$ cat config.mk
export PLATFORM = sky130hd
export DESIGN_NAME = bwlc_top
export DESIGN_NICKNAME = d
export VERILOG_FILES = /design/src/core/bwlc_pkg.sv /design/src/core/bwlc_top.sv
export SDC_FILE = /design/constraint.sdc
export NUM_CORES = 1
export LEC_CHECK = 0
export BUFFER_PORTS_ARGS = -buffer_cell sky130_fd_sc_hd__buf_2
export CAP_MARGIN = 20
export CORE_AREA = 2 2 98 123
export CTS_CLUSTER_SIZE = 24
export DETAILED_ROUTE_END_ITERATION = 6
export DIE_AREA = 0 0 100 125
export PLACE_DENSITY_LB_ADDON = 0.25
export SLEW_MARGIN = 20
export SYNTH_ARGS = -nofsm -noshare
export SYNTH_HDL_FRONTEND = slang
export SYNTH_SLANG_ARGS = --single-unit
$ cat constraint.sdc
create_clock -name clk -period 5.9 [get_ports clk]
set_input_delay 0.885 -clock clk [delete_from_list [all_inputs] [get_ports clk]]
set_output_delay 0.885 -clock clk [all_outputs]
set_load 0.05 [all_outputs]
$ cat src/core/bwlc_pkg.sv
/*
 * Constants and carrier types for the board watchdog and LED control.
 * Assumes a 100 MHz board clock and 32-bit APB register access.
 */
package bwlc_pkg;
    // Register byte offsets
    localparam logic [7:0] OFS_CTRL_LOW  = 8'h00;
    localparam logic [7:0] OFS_CTRL_HIGH = 8'h04;
    localparam logic [7:0] OFS_TRIGGER   = 8'h08;
    localparam logic [7:0] OFS_STATUS    = 8'h0c;
    // board_control_low fields
    localparam int LOW_SWFAIL_BIT  = 0;
    localparam int LOW_PERIOD_LSB  = 1;
    localparam int LOW_RSTDIS_BIT  = 3;
    localparam int LOW_PBDIS_BIT   = 4;
    localparam logic [4:0] LOW_RESET = 5'h00;
    // board_control_high fields
    localparam int HIGH_GREEN_BIT  = 0;
    localparam logic [0:0] HIGH_RESET = 1'h0;
    // Status fields
    localparam int ST_ARMED_BIT    = 0;
    localparam int ST_SLEEP_LSB    = 1;
    localparam int ST_OVR_BIT      = 3;
    localparam int ST_HANDLE_BIT   = 4;
    localparam int ST_BOOT_BIT     = 5;
    // Watchdog periods in seconds
    localparam logic [7:0] WD_SEL0_S = 8'h02;
    localparam logic [7:0] WD_SEL1_S = 8'h0a;
    localparam logic [7:0] WD_SEL2_S = 8'h32;
    localparam logic [7:0] WD_SEL3_S = 8'hff;
    // Timing
    localparam int CLK_MHZ         = 100;
    localparam int TICK_TIME_MS    = 1000;
    localparam int BLINK_TIME_MS   = 250;
    localparam int TICK_CYCLES     = TICK_TIME_MS * 1000 * CLK_MHZ;
    localparam int BLINK_CYCLES    = BLINK_TIME_MS * 1000 * CLK_MHZ;
    localparam int HANDLE_TIME_S   = 4;
    // One extra tick because the shared tick phase is unknown
    localparam logic [2:0] HANDLE_TICKS = 3'(HANDLE_TIME_S + 1);
    // Sleep state codes
    localparam logic [1:0] SLP_S0 = 2'h0;
    localparam logic [1:0] SLP_S3 = 2'h1;
    localparam logic [1:0] SLP_S4 = 2'h2;
    localparam logic [1:0] SLP_S5 = 2'h3;

    typedef struct packed {
        logic red;
        logic green;
    } bwlc_led_t;

    typedef struct packed {
        bwlc_led_t power_good_led;
        bwlc_led_t general_purpose_led;
        bwlc_led_t disk_activity_led;
    } bwlc_leds_t;

    typedef enum {
        PS_INIT,
        PS_ON,
        PS_OVR_OPEN,
        PS_OFF_CLOSED,
        PS_OFF_UNLOCKED
    } bwlc_pstate_t;
endpackage

$ cat src/core/bwlc_top.sv
/*
 * Board watchdog, front-panel LED driver and handle/reset logic,
 * with an APB register slave.
 * Assumes all pin inputs are asynchronous to clk; reset is the system
 * reset, so a watchdog expiry ends up clearing this block itself.
 */
`timescale 1ns/1ns
`default_nettype none

module bwlc_top
    import bwlc_pkg::*;
#(
    parameter int TICK_CYC  = TICK_CYCLES,
    parameter int BLINK_CYC = BLINK_CYCLES
) (
    input  wire logic        clk,
    input  wire logic        reset,
    input  wire logic        psel,
    input  wire logic        penable,
    input  wire logic        pwrite,
    input  wire logic [7:0]  paddr,
    input  wire logic [31:0] pwdata,
    output logic [31:0]      prdata,
    output logic             pready,
    output logic             pslverr,
    input  wire logic        handle_open,
    input  wire logic        handle_button,
    input  wire logic        reset_button_n,
    input  wire logic        backplane_push_reset_n,
    input  wire logic        chipset_pin_red_led,
    input  wire logic [1:0]  chipset_sleep,
    input  wire logic        rails_ok,
    input  wire logic        power_fault,
    input  wire logic        sata1_activity,
    input  wire logic        sata2_activity,
    output logic             system_reset_req,
    output logic             power_button_pulse,
    output logic             soft_off_req,
    output bwlc_leds_t       leds
);
    localparam int NPIN = 11;

    logic [NPIN-1:0]  pin_meta_reg;
    logic [NPIN-1:0]  pin_sync_reg;
    logic             h_open;
    logic             h_btn;
    logic             rbtn_n;
    logic             bp_n;
    logic             red_pin;
    logic [1:0]       slp_in;
    logic             ok_pin;
    logic             fault_pin;
    logic             act1;
    logic             act2;
    logic [4:0]       ctrl_low_reg;
    logic [0:0]       ctrl_high_reg;
    logic             boot_reg;
    logic [31:0]      prdata_reg;
    logic             wr_en;
    logic             trig_wr;
    logic             mapped;
    logic [31:0]      tick_cnt_reg;
    logic             tick;
    logic [31:0]      blink_cnt_reg;
    logic             blink_reg;
    logic             wd_armed_reg;
    logic [7:0]       wd_sec_reg;
    logic             wd_expired_reg;
    logic [7:0]       wd_period;
    logic             hbtn_prev_reg;
    logic             pb_pulse_reg;
    logic [2:0]       h_cnt_reg;
    bwlc_pstate_t     ps_reg;
    bwlc_pstate_t     ps_next;
    logic [1:0]       slp;
    bwlc_leds_t       leds_next;
    bwlc_leds_t       leds_reg;

    function automatic logic [7:0] period_secs(input logic [1:0] sel);
        case (sel)
            2'h0:    period_secs = WD_SEL0_S;
            2'h1:    period_secs = WD_SEL1_S;
            2'h2:    period_secs = WD_SEL2_S;
            default: period_secs = WD_SEL3_S;
        endcase
    endfunction

    function automatic logic hit(input logic [7:0] a,
                                 input logic [7:0] ofs);
        hit = (a == ofs);
    endfunction

    // Two-flop synchronisers for every pin input
    // No reset: pins are sampled during reset, so start-up sees the real
    // handle, and idle-high reset lines never fake a reset request
    always_ff @(posedge clk) begin
        pin_meta_reg <= {handle_open, handle_button, reset_button_n,
                         backplane_push_reset_n, chipset_pin_red_led,
                         chipset_sleep, rails_ok, power_fault,
                         sata1_activity, sata2_activity};
        pin_sync_reg <= pin_meta_reg;
    end

    assign {h_open, h_btn, rbtn_n, bp_n, red_pin, slp_in, ok_pin,
            fault_pin, act1, act2} = pin_sync_reg;

    // APB slave: zero wait states, error on unmapped offsets
    assign mapped = hit(paddr, OFS_CTRL_LOW) | hit(paddr, OFS_CTRL_HIGH)
                  | hit(paddr, OFS_TRIGGER) | hit(paddr, OFS_STATUS);
    assign pready  = 1'b1;
    assign pslverr = psel & penable & ~mapped;
    assign wr_en   = psel & penable & pwrite;
    assign trig_wr = wr_en & hit(paddr, OFS_TRIGGER);
    assign prdata  = prdata_reg;

    always_ff @(posedge clk or posedge reset) begin
        if (reset) begin
            ctrl_low_reg  <= LOW_RESET;
            ctrl_high_reg <= HIGH_RESET;
        end else if (wr_en && hit(paddr, OFS_CTRL_LOW)) begin
            ctrl_low_reg <= pwdata[4:0];
        end else if (wr_en && hit(paddr, OFS_CTRL_HIGH)) begin
            ctrl_high_reg <= pwdata[0:0];
        end
    end

    // Boot indication lasts until software first writes anything
    always_ff @(posedge clk or posedge reset) begin
        if (reset) begin
            boot_reg <= 1'b1;
        end else if (wr_en) begin
            boot_reg <= 1'b0;
        end
    end

    always_ff @(posedge clk or posedge reset) begin
        if (reset) begin
            prdata_reg <= '0;
        end else if (psel && !penable && !pwrite) begin
            prdata_reg <= '0;
            if (hit(paddr, OFS_CTRL_LOW)) begin
                prdata_reg[4:0] <= ctrl_low_reg;
            end
            if (hit(paddr, OFS_CTRL_HIGH)) begin
                prdata_reg[0:0] <= ctrl_high_reg;
            end
            if (hit(paddr, OFS_STATUS)) begin
                prdata_reg[ST_ARMED_BIT]  <= wd_armed_reg;
                prdata_reg[ST_SLEEP_LSB +: 2] <= slp;
                prdata_reg[ST_OVR_BIT]    <= (ps_reg != PS_ON);
                prdata_reg[ST_HANDLE_BIT] <= h_open;
                prdata_reg[ST_BOOT_BIT]   <= boot_reg;
            end
        end
    end

    always_ff @(posedge clk or posedge reset) begin
        if (reset) begin
            tick_cnt_reg <= '0;
        end else if (tick) begin
            tick_cnt_reg <= '0;
        end else begin
            tick_cnt_reg <= tick_cnt_reg + 32'h1;
        end
    end
    assign tick = (tick_cnt_reg == 32'(TICK_CYC - 1));

    always_ff @(posedge clk or posedge reset) begin
        if (reset) begin
            blink_cnt_reg <= '0;
            blink_reg     <= 1'b0;
        end else if (blink_cnt_reg == 32'(BLINK_CYC - 1)) begin
            blink_cnt_reg <= '0;
            blink_reg     <= ~blink_reg;
        end else begin
            blink_cnt_reg <= blink_cnt_reg + 32'h1;
        end
    end

    assign wd_period = period_secs(ctrl_low_reg[LOW_PERIOD_LSB +: 2]);

    always_ff @(posedge clk or posedge reset) begin
        if (reset) begin
            wd_armed_reg <= 1'b0;
        end else if (trig_wr) begin
            wd_armed_reg <= 1'b1;
        end
    end

    always_ff @(posedge clk or posedge reset) begin
        if (reset) begin
            wd_sec_reg     <= '0;
            wd_expired_reg <= 1'b0;
        end else if (trig_wr) begin
            wd_sec_reg <= '0;
        end else if (wd_armed_reg && tick) begin
            if (wd_sec_reg >= wd_period) begin
                wd_expired_reg <= 1'b1;
            end else begin
                wd_sec_reg <= wd_sec_reg + 8'h1;
            end
        end
    end

    // Button may be disabled, backplane not
    always_ff @(posedge clk or posedge reset) begin
        if (reset) begin
            system_reset_req <= 1'b0;
        end else begin
            system_reset_req <= wd_expired_reg | ~bp_n
                              | (~rbtn_n & ~ctrl_low_reg[LOW_RSTDIS_BIT]);
        end
    end

    always_ff @(posedge clk or posedge reset) begin
        if (reset) begin
            hbtn_prev_reg <= 1'b0;
            pb_pulse_reg  <= 1'b0;
        end else begin
            hbtn_prev_reg <= h_btn;
            pb_pulse_reg  <= h_btn & ~hbtn_prev_reg
                           & ~ctrl_low_reg[LOW_PBDIS_BIT];
        end
    end
    assign power_button_pulse = pb_pulse_reg;

    // Seconds the handle has been open, saturating
    always_ff @(posedge clk or posedge reset) begin
        if (reset) begin
            h_cnt_reg <= '0;
        end else if (!h_open) begin
            h_cnt_reg <= '0;
        end else if (tick && h_cnt_reg != HANDLE_TICKS) begin
            h_cnt_reg <= h_cnt_reg + 3'h1;
        end
    end

    always_comb begin
        ps_next = ps_reg;
        case (ps_reg)
            PS_INIT: begin
                ps_next = h_open ? PS_OVR_OPEN : PS_ON;
            end
            PS_ON: begin
                if (h_cnt_reg == HANDLE_TICKS
                    && !ctrl_low_reg[LOW_PBDIS_BIT]) begin
                    ps_next = PS_OVR_OPEN;
                end
            end
            PS_OVR_OPEN: begin
                if (!h_open) begin
                    ps_next = PS_OFF_CLOSED;
                end
            end
            PS_OFF_CLOSED: begin
                if (h_open) begin
                    ps_next = PS_OFF_UNLOCKED;
                end
            end
            PS_OFF_UNLOCKED: begin
                if (!h_open) begin
                    ps_next = PS_ON;
                end
            end
            default: ps_next = PS_INIT;
        endcase
    end

    always_ff @(posedge clk or posedge reset) begin
        if (reset) begin
            ps_reg <= PS_INIT;
        end else begin
            ps_reg <= ps_next;
        end
    end

    assign soft_off_req = (ps_reg != PS_ON) && (ps_reg != PS_INIT);
    assign slp = soft_off_req ? SLP_S5 : slp_in;

    always_comb begin
        leds_next = '0;
        // Steady green needs rails and reset released
        // Open handle still blinks in S5
        if (slp != SLP_S0 && !h_open) begin
            leds_next.power_good_led = '0;
        end else if (fault_pin) begin
            leds_next.power_good_led.red = 1'b1;
        end else if (h_open) begin
            leds_next.power_good_led = {blink_reg, blink_reg};
        end else if (ok_pin && !system_reset_req) begin
            leds_next.power_good_led.green = 1'b1;
        end
        if (ctrl_low_reg[LOW_SWFAIL_BIT]) begin
            leds_next.power_good_led = {blink_reg, 1'b0};
        end
        case (slp)
            SLP_S5: begin
                leds_next.general_purpose_led.green = 1'b1;
                leds_next.disk_activity_led.green   = 1'b1;
            end
            SLP_S4: leds_next.general_purpose_led.green = 1'b1;
            SLP_S3: leds_next.disk_activity_led.green   = 1'b1;
            default: begin
                leds_next.general_purpose_led.red =
                    boot_reg ? blink_reg : red_pin;
                leds_next.general_purpose_led.green =
                    ~boot_reg & ctrl_high_reg[HIGH_GREEN_BIT];
                leds_next.disk_activity_led.red =
                    act2 & blink_reg;
                leds_next.disk_activity_led.green =
                    (act1 | act2) & blink_reg;
            end
        endcase
    end

    always_ff @(posedge clk or posedge reset) begin
        if (reset) begin
            leds_reg <= '0;
        end else begin
            leds_reg <= leds_next;
        end
    end
    assign leds = leds_reg;
endmodule

`default_nettype wire

==> results.yml <==
clocking:
  numCtsBuffers: 17
  postCtsHoldBufs: 0
  cts.path.max_buffers: 2
  clk_latency_ns: 0.41
  clock-sinks: 125
  post_cts_buffers: 0
  cts_max_level: 4
  cts_root_buf: "clkbuf_16"
  tritoncts: "done"
  post_cts_resized: 0
  clk_pin_slew_ns: 0.06
sta:
  skew_ns: 0.009202
  slew_violations: 0
  fin_crit_ns: 2.593
  finalSetupViolCount: 0
  fin_ws_ns: 3.307
  maxSlewHeadroom: 0.4111
  rsz0062_at_grt: "no"
  whs_ns: 0.3270
  hold_violations: 0
  worstMarginPinSlew_ns: 0.8768
  timing.final.crit_share: 0.4394
  clock.fmax_ghz: 0.3857
  fin_setup_tns_ns: 0
placed_design:
  numPortBuffers: 44
  dp_hpwl_um: 7203
  gp_congestion: 0.8213
  dp_slack_ns: 3.333
  place_area_um2: 5832
  placedCellCount: 702
floorplanning:
  die_h_um: 125
  die_area_um2: 12500
  num_rows: 44
  coreArea_um2: 11450
  die_w_um: 100
  start_util: 0.4847
  io_pins: 99
finish:
  n_antenna_cell: 0
  nFillCells: 987
  final_util: 0.5592
  drive_gt1_frac: 0.1644
  stdcell_count: 734
  area_growth_pct: 15.37
  fin_nets: 647
  fin_area_um2: 6404
yosys:
  synth_top_cell_by_area: "dfrtp_1"
  synth_edf_count: 0
  synth-seq-area-share: 0.5440
  synth-main-ff-cell: "dfrtp_1"
  synth_top_area_frac: 0.4599
  avgSynthCellArea_um2: 10.57
  netlist_area_um2: 5550
  ys.warnings.count: 0
  synth_cells: 525
  ys_ff_latch: 125
  synthTopCellsByArea: "dfrtp_1 (46%), dfxtp_1 (7.9%), xnor2_1 (5.2%)"
  synth.distinct_cells: 51
  async_reset_ff_frac: 0.8240
critical_path:
  endpoint_kind: "output pin"
  path_class: "in2out"
  cp_max_fo: 4
  critPathRequiredTime_ns: 5.02
  critPathLaunchType: "primary input"
  crit_arrival_ns: 1.71
power:
  powerDensity_nw_per_um2: 310.4
  power_mw: 1.988
  leakage_nw: 3.020
  ir_drop_uv: 216.5
hold_path:
  worstHoldPathType: "reg2reg"
flow_run:
  maxCapViolations: 0
outcome:
  status: "completed"
detailed_routing:
  route.detailed.drc: 0
  drtIter0Drc: 160
  ant_nets: 0
  dr.pass1.iters: 4
  vias_per_cell: 5.322
  vias: 3906
  routedWlPerCell_um: 14.07
  wl_um: 10330
grt:
  grt_overflow_total: 0
  grt_pass1_vias: 3876
  globalRouteTotalUtil: 0.1750
  grt_max_degree: 72
  antenna_found_initial: 0
  grt_pass1_wl_um: 17630
[layout by cell type (no fill, tap or decap), types with 19 or more instances in the layout]
cell	instances
xor2_1	30
buf_2	44
nor2_1	60
dfrtp_1	102
conb_1	27
nand2_1	32
dfxtp_1	22
and3_1	19
xnor2_1	33
nand3_1	39
[logic make-up after synthesis]
group,Yosys count,share of synthesized area
other cells,2,0.001353
xor+xnor,63,0.09941
mux,9,0.01781
simple gates,225,0.2184
fa+ha+maj,8,0.01803
flops,125,0.5440
buf+inv,50,0.05298
compound gates,43,0.04802
[layout make-up]
class                   count  area (µm²)  share of cell area
repair buffers             47       242.7             0.03791
well taps                 138       172.7             0.02696
multi-input cells         375        2336              0.3648
clock inverters            15       141.4             0.02208
inverters                  17       66.31             0.01036
flip-flops and latches    125        3019              0.4715
clock buffers              17       425.4             0.06643
[synthesized netlist by cell type, types with 8 or more instances]
library cell / number
nand4_1: 18
xnor2_1: 33
ha_1: 8
inv_1: 17
a21oi_1: 16
nand2_1: 32
and3_1: 19
o21ai_0: 10
nor4_1: 8
dfrtp_1: 102
dfxtp_1: 22
nor2_1: 60
buf_4: 27
nand3_1: 39
xor2_1: 30
[worst paths after layout]
check	start	endpoint	slack [ns]	cells after the start
max in group asynchronous	reset	tick_cnt_reg[15]$_DFF_PP0_	4.21	3
setup reg to reg	tick_cnt_reg[0]$_DFF_PP0_	wd_sec_reg[5]$_DFFE_PP0P_	3.41	8
hold reg to reg	pin_meta_reg[10]$_DFF_P_	pin_sync_reg[10]$_DFF_P_	0.33	0
min in group asynchronous	reset	hbtn_prev_reg$_DFF_PP0_	0.47	2
setup / recovery	paddr[7]	pslverr	3.31	5
hold / removal	pin_meta_reg[10]$_DFF_P_	pin_sync_reg[10]$_DFF_P_	0.33	0
[power breakdown]
| part | internal, mW | switching, mW |
|---|---|---|
| Sequential | 0.872 | 0.00947 |
| Combinational | 0.0214 | 0.0932 |
| Clock | 0.562 | 0.430 |
[worst max-delay path, stage by stage]
cell and delay [ns]:
buf_2 0.09, nor2_1 0.13, nand3_1 0.17, and3_1 0.22
buf_2 0.20
[per-layer routing]
layer,vias to the layer above,GRT usage,routed length (µm)
met5,-,0,0
met1,1935,0.2207,4591
li1,1883,-,-
met3,17,0.04080,301
met2,71,0.2886,5262
met4,0,0.07333,174
(Power assumes the default switching activity.)
